--- config.mk ---
export PLATFORM = sky130hd
export DESIGN_NAME = dbr_core
export DESIGN_NICKNAME = d
export VERILOG_FILES = /design/src/rtl/dbr_pkg.sv /design/src/rtl/dbr_burst_seq.sv /design/src/rtl/dbr_core.sv
export VERILOG_INCLUDE_DIRS = /design/src /design/src/rtl
export SDC_FILE = /design/constraint.sdc
export NUM_CORES = 1
export LEC_CHECK = 0
export BUFFER_PORTS_ARGS = -buffer_cell sky130_fd_sc_hd__buf_2
export CAP_MARGIN = 20
export CORE_ASPECT_RATIO = 0.7
export CORE_MARGIN = 2
export CORE_UTILIZATION = 54
export CTS_CLUSTER_SIZE = 24
export DETAILED_ROUTE_END_ITERATION = 12
export HOLD_SLACK_MARGIN = 0.03
export PLACE_DENSITY = 0.84
export SLEW_MARGIN = 10
export SYNTH_ARGS = -nofsm -noshare
export SYNTH_HDL_FRONTEND = slang
export SYNTH_SLANG_ARGS = --single-unit
--- constraint.sdc ---
create_clock -name clock -period 4.5 [get_ports clock]
set_input_delay 1.35 -clock clock [delete_from_list [all_inputs] [get_ports clock]]
set_output_delay 1.35 -clock clock [all_outputs]
set_load 0.03 [all_outputs]
--- src/rtl/dbr_cfg.svh ---
// Timing counts, field codes and sizes for the DDR2 command and burst core.
`ifndef DBR_CFG_SVH
`define DBR_CFG_SVH

// ****************************************************************
// Clock and timing
// ****************************************************************
`define DBR_CLK_NS      50
`define DBR_TRFC_NS     128
`define DBR_TRFC_CYC    ((`DBR_TRFC_NS + `DBR_CLK_NS - 1) / `DBR_CLK_NS)
`define DBR_TXSNR_NS    138
`define DBR_TXSNR_CYC   ((`DBR_TXSNR_NS + `DBR_CLK_NS - 1) / `DBR_CLK_NS)
`define DBR_TREFI_NS    7800
`define DBR_TREFI_CYC   (`DBR_TREFI_NS / `DBR_CLK_NS)
`define DBR_TMR_W       8

// ****************************************************************
// Mode fields and sizes
// ****************************************************************
`define DBR_BL4_CODE    3'h2
`define DBR_BL8_CODE    3'h3
`define DBR_AL_MAX      3'h6
`define DBR_DLY_DEPTH   12
`define DBR_ROW_W       14
`define DBR_COL_W       10
`define DBR_BANKS       8

`endif

--- src/rtl/dbr_pkg.sv ---
// Shared types for the DDR2 command and burst core.
package dbr_pkg;

    // Decoded command on one rising clock edge.
    typedef enum logic [2:0] {
        DBR_CMD_NOP,
        DBR_CMD_ACT,
        DBR_CMD_RD,
        DBR_CMD_WR,
        DBR_CMD_REF,
        DBR_CMD_SRE,
        DBR_CMD_PRE,
        DBR_CMD_OTHER
    } dbr_cmd_e;

    // Power and refresh state of the device.
    typedef enum logic [1:0] {
        DBR_ST_ACTIVE,
        DBR_ST_SELF,
        DBR_ST_EXIT
    } dbr_state_e;

endpackage

--- src/rtl/dbr_burst_seq.sv ---
// Column offset of one burst beat from start address, length and order.
`timescale 1ns/1ns

module dbr_burst_seq (
    input  wire logic [2:0] start_col,
    input  wire logic [2:0] beat,
    input  wire logic       bl8,
    input  wire logic       interleave,
    output logic      [2:0] offset
);

    // ****************************************************************
    // Beat ordering
    // ****************************************************************

    // Sequential order wraps the low two bits; interleave XORs them.
    // Bit 2 flips only in the second nibble of a length-eight burst,
    // so a length-four burst never leaves its aligned group of four.
    always_comb begin
        offset[1:0] = start_col[1:0] + beat[1:0];
        if (interleave) begin
            offset[1:0] = start_col[1:0] ^ beat[1:0];
        end
        offset[2] = bl8 ? (start_col[2] ^ beat[2]) : start_col[2];
    end

endmodule // dbr_burst_seq

--- src/rtl/dbr_core.sv ---
// Device-side DDR2 command decoder, refresh, self refresh and burst core.
`timescale 1ns/1ns
`include "dbr_cfg.svh"

module dbr_core (
    input  wire logic                   clock,
    input  wire logic                   rst_b,
    input  wire logic                   cke,
    input  wire logic                   cs_b,
    input  wire logic                   ras_b,
    input  wire logic                   cas_b,
    input  wire logic                   we_b,
    input  wire logic [2:0]             ba,
    input  wire logic [`DBR_ROW_W-1:0]  addr,
    input  wire logic [2:0]             mr_burst_len,
    input  wire logic                   mr_interleave,
    input  wire logic [2:0]             mr_cas_lat,
    input  wire logic [2:0]             emr_add_lat,
    output logic [`DBR_ROW_W-1:0]       refresh_row,
    output logic                        refresh_busy,
    output logic                        refresh_done,
    output logic [`DBR_BANKS-1:0]       banks_open,
    output logic                        sr_active,
    output logic                        exit_busy,
    output logic                        col_issue,
    output logic                        col_issue_wr,
    output logic [2:0]                  col_issue_bank,
    output logic                        burst_valid,
    output logic                        burst_write,
    output logic [2:0]                  burst_bank,
    output logic [`DBR_COL_W-1:0]       burst_col_a,
    output logic [`DBR_COL_W-1:0]       burst_col_b
);

    // ****************************************************************
    // Decode helpers
    // ****************************************************************

    // Turns the sampled pins into one command; deselect reads as NOP.
    function automatic dbr_pkg::dbr_cmd_e decode(
        input logic cke_now,
        input logic cke_prev,
        input logic sel_b,
        input logic [2:0] rcw
    );
        dbr_pkg::dbr_cmd_e c;
        c = dbr_pkg::DBR_CMD_NOP;
        if (!sel_b) begin
            case (rcw)
                3'h3: c = dbr_pkg::DBR_CMD_ACT;
                3'h5: c = dbr_pkg::DBR_CMD_RD;
                3'h4: c = dbr_pkg::DBR_CMD_WR;
                3'h2: c = dbr_pkg::DBR_CMD_PRE;
                3'h7: c = dbr_pkg::DBR_CMD_NOP;
                3'h1: begin
                    if (cke_now) begin
                        c = dbr_pkg::DBR_CMD_REF;
                    end else if (cke_prev) begin
                        c = dbr_pkg::DBR_CMD_SRE;
                    end
                end
                default: c = dbr_pkg::DBR_CMD_OTHER;
            endcase
        end
        return c;
    endfunction

    // Index into the delay line, clamped so small settings stay legal.
    function automatic logic [3:0] line_idx(
        input logic [3:0] lat,
        input logic [3:0] back
    );
        return (lat >= back) ? 4'(lat - back) : 4'h0;
    endfunction

    // ****************************************************************
    // Command decode
    // ****************************************************************

    dbr_pkg::dbr_state_e    state;
    dbr_pkg::dbr_state_e    next_state;
    dbr_pkg::dbr_cmd_e      cmd;
    logic                   cke_prev;
    logic                   col_in;
    logic                   bl8;

    assign cmd = decode(cke, cke_prev, cs_b, {ras_b, cas_b, we_b});
    assign col_in = (state == dbr_pkg::DBR_ST_ACTIVE) && !cs_b &&
                    (cmd == dbr_pkg::DBR_CMD_RD ||
                     cmd == dbr_pkg::DBR_CMD_WR);
    // length field, unsupported codes fall back to four.
    assign bl8 = (mr_burst_len == `DBR_BL8_CODE);

    // ****************************************************************
    // Refresh and self refresh
    // ****************************************************************

    logic [`DBR_TMR_W-1:0]  busy_cnt;
    logic [`DBR_TMR_W-1:0]  next_busy_cnt;
    logic [`DBR_TMR_W-1:0]  sr_cnt;
    logic [`DBR_TMR_W-1:0]  next_sr_cnt;
    logic [`DBR_ROW_W-1:0]  next_row;
    logic [`DBR_BANKS-1:0]  next_banks;
    logic                   ref_needed;
    logic                   next_ref_needed;
    logic                   next_ref_done;

    assign refresh_busy = (busy_cnt != '0);
    assign sr_active    = (state == dbr_pkg::DBR_ST_SELF);
    assign exit_busy    = (state == dbr_pkg::DBR_ST_EXIT);

    // The internal timer stands in for the stopped clock in self refresh.
    always_comb begin
        next_state      = state;
        next_busy_cnt   = busy_cnt;
        next_sr_cnt     = sr_cnt;
        next_row        = refresh_row;
        next_banks      = banks_open;
        next_ref_needed = ref_needed;
        next_ref_done   = 1'b0;
        case (state)
            dbr_pkg::DBR_ST_ACTIVE: begin
                if (busy_cnt != '0) begin
                    next_busy_cnt = busy_cnt - 1'b1;
                end
                case (cmd)
                    dbr_pkg::DBR_CMD_ACT: next_banks[ba] = 1'b1;
                    dbr_pkg::DBR_CMD_PRE: begin
                        if (addr[10]) begin
                            next_banks = '0;
                        end else begin
                            next_banks[ba] = 1'b0;
                        end
                    end
                    dbr_pkg::DBR_CMD_REF: begin
                        if (busy_cnt == '0) begin
                            next_row        = refresh_row + 1'b1;
                            next_busy_cnt   = `DBR_TMR_W'(`DBR_TRFC_CYC);
                            next_ref_needed = 1'b0;
                        end
                    end
                    dbr_pkg::DBR_CMD_SRE: begin
                        if (busy_cnt == '0 && !ref_needed) begin
                            next_state  = dbr_pkg::DBR_ST_SELF;
                            next_sr_cnt = `DBR_TMR_W'(`DBR_TREFI_CYC);
                            next_banks  = '0;
                        end
                    end
                    default: ;
                endcase
                if (busy_cnt == `DBR_TMR_W'(1)) begin
                    next_banks    = '0;
                    next_ref_done = 1'b1;
                end
            end
            dbr_pkg::DBR_ST_SELF: begin
                if (cke) begin
                    next_state  = dbr_pkg::DBR_ST_EXIT;
                    next_sr_cnt = `DBR_TMR_W'(`DBR_TXSNR_CYC);
                end else if (sr_cnt == `DBR_TMR_W'(1)) begin
                    next_row    = refresh_row + 1'b1;
                    next_sr_cnt = `DBR_TMR_W'(`DBR_TREFI_CYC);
                end else begin
                    next_sr_cnt = sr_cnt - 1'b1;
                end
            end
            dbr_pkg::DBR_ST_EXIT: begin
                next_sr_cnt = sr_cnt - 1'b1;
                if (sr_cnt == `DBR_TMR_W'(1)) begin
                    next_state = dbr_pkg::DBR_ST_ACTIVE;
                    next_ref_needed = 1'b1;
                end
            end
            default: next_state = dbr_pkg::DBR_ST_ACTIVE;
        endcase
    end

    // Registers of the refresh and power state.
    always_ff @(posedge clock) begin
        if (!rst_b) begin
            state        <= dbr_pkg::DBR_ST_ACTIVE;
            cke_prev     <= 1'b0;
            busy_cnt     <= '0;
            sr_cnt       <= '0;
            refresh_row  <= '0;
            banks_open   <= '0;
            ref_needed   <= 1'b0;
            refresh_done <= 1'b0;
        end else begin
            state        <= next_state;
            cke_prev     <= cke;
            busy_cnt     <= next_busy_cnt;
            sr_cnt       <= next_sr_cnt;
            refresh_row  <= next_row;
            banks_open   <= next_banks;
            ref_needed   <= next_ref_needed;
            refresh_done <= next_ref_done;
        end
    end

    // ****************************************************************
    // Posted column delay line
    // ****************************************************************

    logic                   dl_v [`DBR_DLY_DEPTH];
    logic                   dl_w [`DBR_DLY_DEPTH];
    logic [2:0]             dl_b [`DBR_DLY_DEPTH];
    logic [`DBR_COL_W-1:0]  dl_c [`DBR_DLY_DEPTH];
    logic                   next_dl_v [`DBR_DLY_DEPTH];
    logic                   next_dl_w [`DBR_DLY_DEPTH];
    logic [2:0]             next_dl_b [`DBR_DLY_DEPTH];
    logic [`DBR_COL_W-1:0]  next_dl_c [`DBR_DLY_DEPTH];
    logic [2:0]             al;
    logic [3:0]             rl;
    logic [3:0]             al_i;
    logic [3:0]             rd_i;
    logic [3:0]             wr_i;
    logic                   next_issue;
    logic                   next_issue_wr;
    logic [2:0]             next_issue_bank;

    assign al = (emr_add_lat > `DBR_AL_MAX) ? `DBR_AL_MAX : emr_add_lat;
    // read latency sum, write one less
    assign rl   = 4'(al) + 4'(mr_cas_lat);
    assign al_i = line_idx(4'(al), 4'h1);
    assign rd_i = line_idx(rl, 4'h2);
    assign wr_i = line_idx(rl, 4'h3);

    // Entry i holds the column command taken i+1 edges ago.
    always_comb begin
        next_dl_v[0] = col_in;
        next_dl_w[0] = (cmd == dbr_pkg::DBR_CMD_WR);
        next_dl_b[0] = ba;
        next_dl_c[0] = addr[`DBR_COL_W-1:0];
        for (int i = 1; i < `DBR_DLY_DEPTH; i++) begin
            next_dl_v[i] = dl_v[i-1];
            next_dl_w[i] = dl_w[i-1];
            next_dl_b[i] = dl_b[i-1];
            next_dl_c[i] = dl_c[i-1];
        end
        if (al == 3'h0) begin
            next_issue      = col_in;
            next_issue_wr   = next_dl_w[0];
            next_issue_bank = ba;
        end else begin
            next_issue      = dl_v[al_i];
            next_issue_wr   = dl_w[al_i];
            next_issue_bank = dl_b[al_i];
        end
    end

    // The line only shifts; reset clears the valid bits alone.
    always_ff @(posedge clock) begin
        for (int i = 0; i < `DBR_DLY_DEPTH; i++) begin
            dl_v[i] <= rst_b ? next_dl_v[i] : 1'b0;
            dl_w[i] <= next_dl_w[i];
            dl_b[i] <= next_dl_b[i];
            dl_c[i] <= next_dl_c[i];
        end
        if (!rst_b) begin
            col_issue      <= 1'b0;
            col_issue_wr   <= 1'b0;
            col_issue_bank <= 3'h0;
        end else begin
            col_issue      <= next_issue;
            col_issue_wr   <= next_issue_wr;
            col_issue_bank <= next_issue_bank;
        end
    end

    // ****************************************************************
    // Burst sequencer
    // ****************************************************************

    logic                   start_rd;
    logic                   start_wr;
    logic [1:0]             pair;
    logic [1:0]             next_pair;
    logic [`DBR_COL_W-1:0]  base;
    logic [`DBR_COL_W-1:0]  next_base;
    logic                   next_bvalid;
    logic                   next_bwrite;
    logic [2:0]             next_bbank;
    logic [2:0]             off_a;
    logic [2:0]             off_b;

    assign start_rd = dl_v[rd_i] && !dl_w[rd_i];
    assign start_wr = dl_v[wr_i] && dl_w[wr_i];

    // A new start simply restarts the burst; there is no stop command.
    // Reads win a clash, which only an illegal command mix can cause.
    always_comb begin
        next_bvalid = burst_valid;
        next_bwrite = burst_write;
        next_bbank  = burst_bank;
        next_base   = base;
        next_pair   = pair;
        if (start_rd || start_wr) begin
            next_bvalid = 1'b1;
            next_bwrite = !start_rd;
            next_bbank  = start_rd ? dl_b[rd_i] : dl_b[wr_i];
            next_base   = start_rd ? dl_c[rd_i] : dl_c[wr_i];
            next_pair   = 2'h0;
        end else if (burst_valid) begin
            if (pair == (bl8 ? 2'h3 : 2'h1)) begin
                next_bvalid = 1'b0;
            end else begin
                next_pair = pair + 2'h1;
            end
        end
    end

    // Two beats per clock, one for each data edge.
    dbr_burst_seq u_seq_a (
        .start_col  (next_base[2:0]),
        .beat       ({next_pair, 1'b0}),
        .bl8        (bl8),
        .interleave (mr_interleave),
        .offset     (off_a)
    );

    dbr_burst_seq u_seq_b (
        .start_col  (next_base[2:0]),
        .beat       ({next_pair, 1'b1}),
        .bl8        (bl8),
        .interleave (mr_interleave),
        .offset     (off_b)
    );

    // Burst registers; column outputs hold after the burst ends.
    always_ff @(posedge clock) begin
        if (!rst_b) begin
            burst_valid <= 1'b0;
            burst_write <= 1'b0;
            burst_bank  <= 3'h0;
            base        <= '0;
            pair        <= 2'h0;
            burst_col_a <= '0;
            burst_col_b <= '0;
        end else begin
            burst_valid <= next_bvalid;
            burst_write <= next_bwrite;
            burst_bank  <= next_bbank;
            base        <= next_base;
            pair        <= next_pair;
            burst_col_a <= {next_base[`DBR_COL_W-1:3], off_a};
            burst_col_b <= {next_base[`DBR_COL_W-1:3], off_b};
        end
    end
endmodule // dbr_core

## After elaboration in Yosys (flattened, before gate mapping)

Memories as Yosys holds them, arrays and structs flattened.
Cells that the tools add are included.

| word-level totals | value |
|---|---|
| flip-flop bits (word level) | 85 |
| latch bits | 0 |
| RAM bits | 180 |
| ROM bits | 0 |
| input bits | 34 |
| output and inout port bits | 56 |
| logic and storage cells | 162 |
| memories | 4 |

Memories:

| name | words | bits a word | rd ports | clocked after Yosys merged registers in | wr ports | RTL line | source |
|---|---|---|---|---|---|---|---|
| dl_c | 12 | 10 | 13 | 0 | 12 | dbr_core.sv:208 | `` logic [`DBR_COL_W-1:0] dl_c [`DBR_DLY_DEPTH]; `` |
| dl_b | 12 | 3 | 14 | 0 | 12 | dbr_core.sv:207 | `` logic [2:0] dl_b [`DBR_DLY_DEPTH]; `` |
| dl_v | 12 | 1 | 14 | 0 | 12 | dbr_core.sv:205 | `` logic dl_v [`DBR_DLY_DEPTH]; `` |
| dl_w | 12 | 1 | 14 | 0 | 12 | dbr_core.sv:206 | `` logic dl_w [`DBR_DLY_DEPTH]; `` |

| operators by class | value |
|---|---|
| $add $sub $neg | 10 |
| $mul | 0 |
| div/mod/pow operators | 0 |
| magnitude comparators | 6 |
| equal/unequal tests | 27 |
| shifts and indexed selects | 0 |
| mux-type cells | 65 |
| bitwise operators | 6 |
| reductions and logical operators | 26 |

Operators with widths:

| operator | count |
|---|---|
| 8-bit 2-to-1 mux | 10 |
| 14-bit 2-to-1 mux | 4 |
| 8-bit case mux with 3 select lines | 2 |
| 14-bit case mux with 2 select lines | 1 |
| 1-bit 2-to-1 mux | 23 |
| 10-bit 2-to-1 mux | 2 |
| 2-bit 2-to-1 mux | 10 |
| 3-bit == test, second input constant | 6 |
| 3-bit 2-to-1 mux | 6 |
| 3-bit case mux with 6 select lines | 1 |
| 8-bit by 1-bit == test with 1-bit output, second input constant | 2 |
| 8-bit by 1-bit subtractor with 8-bit output, second input constant | 2 |
| 3-bit by 2-bit == test with 1-bit output, second input constant | 5 |
| 14-bit by 1-bit adder with 14-bit output, second input constant | 1 |
| 4-bit 2-to-1 mux | 3 |
| 2-bit by 1-bit inequality test with 1-bit output, second input constant | 6 |
| 8-bit bitwise AND | 1 |
| 4-bit by 2-bit >= comparator with 1-bit output, second input constant | 2 |
| 8-bit zero test | 1 |
| 8-bit inverter | 1 |
| 8-bit OR | 1 |
| 4-bit AND reduction | 2 |
| 8-bit nonzero test | 1 |
| 4-bit by 2-bit subtractor with 4-bit output, second input constant | 2 |
| 29 further kinds | 45 |

## Longest topological paths before layout

Gate-level depths: netlist of run 1.
An unclocked memory read counts as a cell.

| depth | value |
|---|---|
| depth in word-level cells | 12 |
| gate-level depth with buffers | 18 |

## Modules after synthesis

A second synthesis of run 1 with hierarchy kept.

| second synthesis, totals | value |
|---|---|
| cells, all modules | 1242 |
| area total of the unflattened synthesis | 11359.6 µm² |

Modules (own cells, without submodules):

| module | instances | cells each | area each (µm²) |
|---|---|---|---|
| dbr_core | 1 | 1230 | 11262.1 |
| dbr_burst_seq | 2 | 6 | 48.8 |

## Worst setup path before layout of run 1

Ideal clock, no wire load.

| path | value |
|---|---|
| path type | input port to flip-flop |
| start point | input emr_add_lat[0] |
| end point | register burst_col_b[1] |
| library setup time | 130 ps |
| data arrival time | 4527 ps |
| path slack | -157 ps |
| stages on the path | 17 |
| path buffers | 4 |
| cell sequence | a21boi_0 ha_1 buf_2 buf_2 inv_2 buf_1 ha_1 or2_1 buf_2 nor4_2 o32ai_1 o311a_1 a221oi_4 a41o_1 a2bb2oi_1 o21a_1 nor3_2 |

| on the way | value |
|---|---|
| word-level cells in the longest chain between the ends | 12 |
| elaborated cells on any way between the ends | 22 |
| those cells by class | add/sub: 4; order compare: 3; mux: 7; bitwise: 1; reduce/logical: 4; memory: 3 |

RTL lines:

| element | RTL line | source |
|---|---|---|
| from (decl) | dbr_core.sv:18 | `input wire logic [2:0] emr_add_lat,` |
| 3-bit greater-than comparator (no line) | n/a |  |
| 3-bit 2-to-1 mux * | dbr_core.sv:222 | `` assign al = (emr_add_lat > `DBR_AL_MAX) ? `DBR_AL_MAX : emr_add_lat; `` |
| 3-bit by 3-bit adder with 4-bit output * | dbr_core.sv:224 | `assign rl = 4'(al) + 4'(mr_cas_lat);` |
| 4-bit by 2-bit subtractor with 4-bit output or 4-bit by 2-bit >= comparator with 1-bit output (tied branches) | dbr_core.sv:73 | `return (lat >= back) ? 4'(lat - back) : 4'h0;` |
| 4-bit 2-to-1 mux | dbr_core.sv:73 |  |
| memory 12 x 1 bit | n/a |  |
| 1-bit zero test | dbr_core.sv:287 | `assign start_rd = dl_v[rd_i] && !dl_w[rd_i];` |
| 1-bit logical AND | dbr_core.sv:287 |  |
| 10-bit 2-to-1 mux or 1-bit logical OR (tied branches) | dbr_core.sv:302, dbr_core.sv:298 |  |
| 10-bit 2-to-1 mux or 2-bit 2-to-1 mux (tied branches) | dbr_core.sv:298 | `if (start_rd \|\| start_wr) begin` |
| 2-bit adder or 2-bit XOR (tied branches) | dbr_burst_seq.sv:20, dbr_burst_seq.sv:22 |  |
| 2-bit 2-to-1 mux * | dbr_burst_seq.sv:21 | `if (interleave) begin` |
| to (signal assigned) | dbr_core.sv:347 | `` burst_col_b <= {next_base[`DBR_COL_W-1:3], off_b}; `` |
| to (decl) | dbr_core.sv:32 | `` output logic [`DBR_COL_W-1:0] burst_col_b `` |

Mark *: on every way between the ends. The rest lies on a longest branch, timed or not.
A chain may end at the register's enable or synchronous reset.

## Worst setup path after layout of run 1

| path | value |
|---|---|
| start point | input emr_add_lat[1] |
| end point | register burst_col_b[1] |

Same word-level chain as after synthesis.

==> flow_metrics.py, run 1 <==
metrics = {
    "run_status": {
        "status": "complete, no violations",
    },
    "floorplanning": {
        "die_y_um": 123.6,
        "start_util_pct": 55.47,
        "row_count": 43,
        "die_w_um": 174.9,
        "die_area_mm2": 0.02163,
        "coreArea_mm2": 0.01991,
        "io_pins": 90,
    },
    "synthesis": {
        "synthArstFlopShare_pct": 0,
        "synth-seq-cells": 249,
        "synthFlopType": "dfxtp_1",
        "synth_edf_count": 0,
        "synth_largest_area_cell": "dfxtp_1",
        "synth_top_area_share_pct": 45.14,
        "synthTopCellsByArea": "dfxtp_1 45%, nand2_1 5.2%, mux2i_1 3.9%, a221oi_1 3.5%, nor2_1 2.9%",
        "avgSynthCellArea_um2": 9.119,
        "syn_area_mm2": 0.01104,
        "ys_types": 86,
        "ys_warn_count": 0,
        "synth_nets": 1263,
        "seq_area_frac_synth_pct": 45.14,
        "syn-instance-count": 1211,
    },
    "route": {
        "vias": 10080,
        "antenna_left": 0,
        "dr.first_iter.drc_count": 1301,
        "wire_per_inst_um": 18.80,
        "vias_per_cell": 6.165,
        "dr.pass1.iters": 6,
        "wirelength_mm": 30.73,
        "drc": 0,
    },
    "timing": {
        "max_freq_mhz": 227.6,
        "setup_viol": 0,
        "period_share_pct": 97.62,
        "whs_ns": 0.3481,
        "period_needed_ns": 4.393,
        "worst_pin_slew_ns": 1.038,
        "finalHoldViolCount": 0,
        "max-slew-margin-rel_pct": 30.55,
        "fin_worst_skew_ns": 0.02075,
        "maxSlewViolCount": 0,
        "fin_ws_ns": 0.1069,
    },
    "clock_network": {
        "clock-sinks": 249,
        "numCtsBuffers": 24,
        "cts-hold-fix-buffers": 0,
        "clk_pin_slew_worst_paths_ns": 0.07,
        "cts-root-buf": "clkbuf_16",
        "cts_tree": "yes",
        "cts_buffer_depth": 3,
        "htree_levels": 1,
        "clock_latency_ns": 0.53,
    },
    "placed_design": {
        "dp_hpwl_mm": 21.49,
        "place_ws_ns": -0.4095,
        "gp_congestion": 0.9554,
        "postPlaceCellArea_mm2": 0.01240,
        "place_inst": 1592,
        "port_buffers": 86,
    },
    "setup_path": {
        "required_ns": 4.95,
        "path_class": "in2reg",
        "endpoint_kind": "register",
        "r2r-start": "busy_cnt[4]$_SDFFE_PN0P_",
        "cp.arrival_ns": 4.85,
        "startpoint": "emr_add_lat[1]",
        "critPathLaunchType": "primary input",
        "cp_max_fo": 9,
    },
    "global_route": {
        "grt_first_pass_wirelength_mm": 47.91,
        "grt_pass1_vias": 9146,
        "grt_max_degree": 42,
        "track_usage_pct": 27.48,
        "grt_antenna_before_repair": 2,
        "grt_overflow": 0,
    },
    "finish": {
        "antennaDiodeCount": 0,
        "area_growth_pct": 20.71,
        "drive_gt1_share_pct": 22.12,
        "finalInstanceArea_mm2": 0.01333,
        "finalNonFillerCells": 1635,
        "nNetsFinal": 1402,
    },
    "hold_path": {
        "min_from": "dl_c[1][0]$_DFF_P_",
        "hold_path_class": "reg2reg",
    },
    "power_and_ir_drop": {
        "leakagePower_nw": 5.573,
        "finalPower_mw": 7.412,
        "powerDensity_mw_per_mm2": 556.1,
        "vdd_drop_max_mv": 0.2889,
    },
    "job": {
        "cap_violations": 0,
    },
}
path summary, 6_finish.rpt:
| path | cells past startpoint | slack [ns] | endpoint |
|---|---|---|---|
| setup / recovery | 15 | 0.11 | burst_col_b[1]$_SDFF_PN0_ |
| hold / removal | 0 | 0.35 | dl_c[2][0]$_DFF_P_ |
| setup reg to reg | 8 | 1.68 | refresh_row[11]$_SDFFE_PN0P_ |
| hold reg to reg | 0 | 0.35 | dl_c[2][0]$_DFF_P_ |
per-stage QoR:
| step | util [%] | setup TNS, ns |
|---|---|---|
| 2_1_floorplan | - | 0 |
| 6_report | 66.96 | 0 |
| 4_1_cts | 66.63 | 0 |
| 3_3_place_gp | 62.31 | -5.089 |
| 5_1_grt | 66.96 | -0.07636 |
| 3_5_place_dp | 62.31 | -6.176 |
timing repair:
action,in CTS,in global routing
buffers inserted,0,2
setup endpoints to repair,0,14
endpoints found under the hold margin,0,0
gates resized for setup,0,10
sequential cells by signal, summed over array words and instances (netlist names), 2 cells and up:
name and flops:
banks_open 8, base 2, burst_bank 3, burst_col_a 10
burst_col_b 2, busy_cnt 8, col_issue_bank 3, dl_b 36
dl_c 120, dl_v 12, dl_w 12, pair 2
refresh_row 14, sr_cnt 8, state 2
cell usage in the layout (no fill, tap or decap), drive strengths merged, types with 17 or more instances in the layout:
cell	n
nand2	155
ha	17
a21oi	65
a31oi	32
mux2i	43
nor2	85
a221oi	45
o21ai	58
nor3	23
buf	207
clkbuf	33
nand3	46
dfxtp	249
o211ai	23
inv	32
area by class of cell:
cell class,instances,area (µm²)
clock inverters,8,145.1
flip-flops and latches,249,4985
well taps,270,337.8
repair buffers,207,1468
inverters,32,120.1
fillers,1500,6576
clock buffers,33,715.7
multi-input cells,836,5559
power by group:
group / internal [mW] / switching [mW]
registers: 2.42 / 0.162
clock network: 1.34 / 0.856
logic: 1.06 / 1.57
cell families after synthesis:
logic type,share of synthesized area (%)
mux,6.447
compound gates,22.12
xor+xnor,1.666
flops,45.14
simple gates,17.24
buf+inv,5.280
fa+ha+maj,2.107
worst max-delay path: stages:
cell	delay, ns
buf_2	0.11
a21boi_2	0.18
ha_2	0.21
fa_1	0.46
ha_4	0.23
nor4_4	0.28
a31o_1	0.24
buf_6	0.19
nor3_1	0.07
o31ai_1	0.34
o2111ai_2	0.29
and4_1	0.25
o31a_1	0.34
o21a_1	0.20
nor3_2	0.10
routing by layer:
layer  global-route usage [%]  vias to the layer above  routed length, µm
li1                         -                     4705                  -
met1                    40.69                     4693              13440
met2                    39.48                      620              12870
met3                    7.906                       59               3979
met4                    6.302                        2                435
met5                        0                        -                  9
cells in the mapped netlist (5+ instances only):
cell,count
a211oi_1,16
a21oi_1,62
a221oi_1,44
a22o_1,9
a311oi_1,13
a31oi_1,31
and2_1,16
and3_1,13
buf_1,5
buf_2,16
buf_4,22
clkbuf_1,50
dfxtp_1,249
ha_1,17
inv_1,30
mux2i_1,43
mux4_2,11
nand2_1,153
nand2b_1,12
nand3_1,45
nor2_1,84
nor2b_1,16
nor3_1,20
o211ai_1,23
o21ai_0,48
o21ai_1,7
o221ai_1,6
o311ai_0,8
o31ai_1,7
o32ai_1,5
o41ai_1,5
or3_1,16
xnor2_1,15
xor2_1,6
Power figures use the tool's default switching activity.
==> run 2, diff against run 1 <==
--- a/config.mk
+++ b/config.mk
@@ -13,8 +13,8 @@
 export CORE_UTILIZATION = 54
 export CTS_CLUSTER_SIZE = 24
 export DETAILED_ROUTE_END_ITERATION = 12
-export HOLD_SLACK_MARGIN = 0.03
-export PLACE_DENSITY = 0.84
+export HOLD_SLACK_MARGIN = 0.05
+export PLACE_DENSITY = 0.86
 export SLEW_MARGIN = 10
 export SYNTH_ARGS = -nofsm -noshare
 export SYNTH_HDL_FRONTEND = slang
==> run 2 against run 1 <==
Worst setup slack got worse by 0.0083 ns. Final cell count increased by 0.31%. Register-to-register slack got worse by 0.04 ns. Sequential share of layout area increased by 0.29 points. Flip-flop and latch count unchanged. Clock-buffer cell count decreased by 1. Die area unchanged.
==> flow_metrics.py, run 2 (synthesis results as in run 1) <==
metrics = {
    "run_status": {
        "status": "complete, no violations",
    },
    "clock_network": {
        "clock_latency_ns": 0.53,
        "cts_resized": 1,
        "htree_levels": 1,
        "cts-hold-fix-buffers": 0,
        "clk_pin_slew_worst_paths_ns": 0.07,
        "cts_tree": "yes",
        "cts_buffer_depth": 3,
        "numCtsBuffers": 24,
        "cts_setup_buffers": 0,
        "clock-sinks": 249,
        "cts-root-buf": "clkbuf_16",
    },
    "timing": {
        "worst_pin_slew_ns": 1.120,
        "period_needed_ns": 4.401,
        "maxSlewViolCount": 0,
        "finalHoldViolCount": 0,
        "period_share_pct": 97.81,
        "max-slew-margin-rel_pct": 25.09,
        "setup_viol": 0,
        "fin_worst_skew_ns": 0.008546,
        "max_freq_mhz": 227.2,
        "rsz0062_at_grt": "no",
        "fin_setup_tns_ns": 0,
    },
    "setup_path": {
        "critPathTopFamily": "compound AO/OA/AOI/OAI gates",
        "startpoint": "emr_add_lat[1]",
        "crit_buf_inv": 6,
        "cp.arrival_ns": 4.82,
        "cp_max_fo": 17,
        "required_ns": 4.92,
        "r2r-start": "busy_cnt[4]$_SDFFE_PN0P_",
        "critPathLaunchType": "primary input",
        "path_class": "in2reg",
        "crit_slowest_cell": "fa_1",
        "reg2reg_slack_ns": 1.64,
        "path_cells": "buf_2, a21boi_2, ha_2, fa_1, buf_4, buf_4, or2_1, o21ai_4, buf_4, buf_12, a221oi_1, o311ai_0, buf_4, o21ai_0, a221oi_1",
        "slowest_delay_ns": 0.45,
        "endpoint_kind": "register",
        "worstRegToRegCells": 9,
        "crit_top_cell": "buf_4",
        "r2r-end": "sr_cnt[2]$_SDFFE_PN0P_",
    },
    "finish": {
        "regMostFlops": "dl_c",
        "reg.largest.list": "dl_c x120, dl_b x36, refresh_row x14",
        "largest_reg_flops": 120,
        "antennaDiodeCount": 0,
        "final_cell_mix": "249 x dfxtp_1, 153 x nand2_1, 117 x buf_4",
        "finalInstanceArea_mm2": 0.01323,
        "nNetsFinal": 1406,
        "area_growth_pct": 19.77,
        "drive_gt1_share_pct": 22.63,
        "final_common_cell": "dfxtp_1",
    },
    "global_route": {
        "track_usage_pct": 28.14,
        "grt_first_pass_wirelength_mm": 48.85,
        "grt_max_degree": 40,
        "grt_antenna_before_repair": 2,
        "grt_overflow": 0,
        "grt_pass1_vias": 9254,
    },
    "route": {
        "wire_per_inst_um": 19.04,
        "drc": 0,
        "dr.pass1.iters": 5,
        "vias_per_cell": 6.223,
        "dr.first_iter.drc_count": 1471,
        "antenna_left": 0,
        "vias": 10210,
        "wirelength_mm": 31.23,
    },
    "hold_path": {
        "hold_path_class": "reg2reg",
        "worst_hold_path.endpoint": "dl_c[2][1]$_DFF_P_",
        "min_from": "dl_c[1][1]$_DFF_P_",
        "whs_path_depth": 0,
    },
    "power_and_ir_drop": {
        "seqPwrFrac_pct": 36.2,
        "powerDensity_mw_per_mm2": 541.7,
        "p_int_mw": 4.567,
        "p_sw_mw": 2.597,
        "vdd_drop_max_mv": 0.2714,
        "combinationalPowerShare_pct": 36.5,
        "swShare_pct": 36.25,
        "clkPwrFrac_pct": 27.4,
        "leakagePower_nw": 5.540,
    },
    "placed_design": {
        "postPlaceCellArea_mm2": 0.01240,
        "port_buffers": 86,
        "gp_congestion": 0.9221,
        "dp_hpwl_mm": 21.72,
    },
    "floorplanning": {
        "io_pins": 90,
        "coreArea_mm2": 0.01991,
        "die_area_mm2": 0.02163,
        "row_count": 43,
        "start_util_pct": 55.47,
        "die_w_um": 174.9,
        "die_y_um": 123.6,
    },
    "job": {
        "cap_violations": 0,
    },
}
run 2: through the flow:
step                      hold slack (ns)  setup WS [ns]  utilization, %  instances  power [mW]
after floorplan                    0.3308       0.009599               -       1211       4.271
after global placement             0.3348        -0.3631           62.28       1598       5.046
after detailed placement           0.3492        -0.4962           62.28       1598       5.127
after CTS                          0.3558        0.02277           66.17       1640       7.079
after global routing               0.3642        0.01436           66.44       1640       7.474
final                              0.3576        0.09866           66.44       1640       7.164
run 2: metal layers:
metal	GRT usage, %	vias up	wire (µm)
met4	7.240	0	752
met1	41.46	4773	13720
met3	7.204	76	3827
li1	-	4718	-
met2	41.08	638	12930
met5	0	-	0
run 2: worst reg2reg max path: stages, from the launching register on:
cell and delay [ns]:
dfxtp_1 0.36, or4_1 0.60, nor3_2 0.24, nand2_2 0.16
o41ai_2 0.50, and2_1 0.29, nand2_2 0.13, nor2_1 0.11
nor2_1 0.07, o221a_2 0.28
run 2: power groups by stage:
| stage | clock (mW) | sequential (mW) | combinational [mW] |
|---|---|---|---|
| finish | 1.96 | 2.59 | 2.61 |
| detailed placement | 0 | 2.63 | 2.49 |
| global route | 2.08 | 2.62 | 2.78 |
| global placement | 0 | 2.62 | 2.43 |
| floorplan | 0 | 2.70 | 1.57 |
| CTS | 1.98 | 2.59 | 2.52 |
run 2: final cells by class:
class | instances | area, µm²
Fill cell | 1523 | 6680
Multi-Input combinational cell | 836 | 5569
Tap cell | 270 | 337.8
Inverter | 32 | 120.1
Timing Repair Buffer | 211 | 1451
Clock inverter | 10 | 92.59
Clock buffer | 32 | 670.6
Sequential cell | 249 | 4985
run 2: worst max path at each step:
stage / to / slack (ns) / depth (start not counted)
6_report: burst_col_a[9]$_SDFFE_PN0P_ / 0.1 / 15
5_1_grt: burst_col_a[4]$_SDFFE_PN0P_ / 0.01 / 15
4_1_cts: burst_col_a[9]$_SDFFE_PN0P_ / 0.02 / 16
3_5_place_dp: burst_col_a[9]$_SDFFE_PN0P_ / -0.50 / 15
3_3_place_gp: burst_col_b[1]$_SDFF_PN0_ / -0.36 / 16
2_1_floorplan: burst_col_b[1]$_SDFF_PN0_ / 0.01 / 16
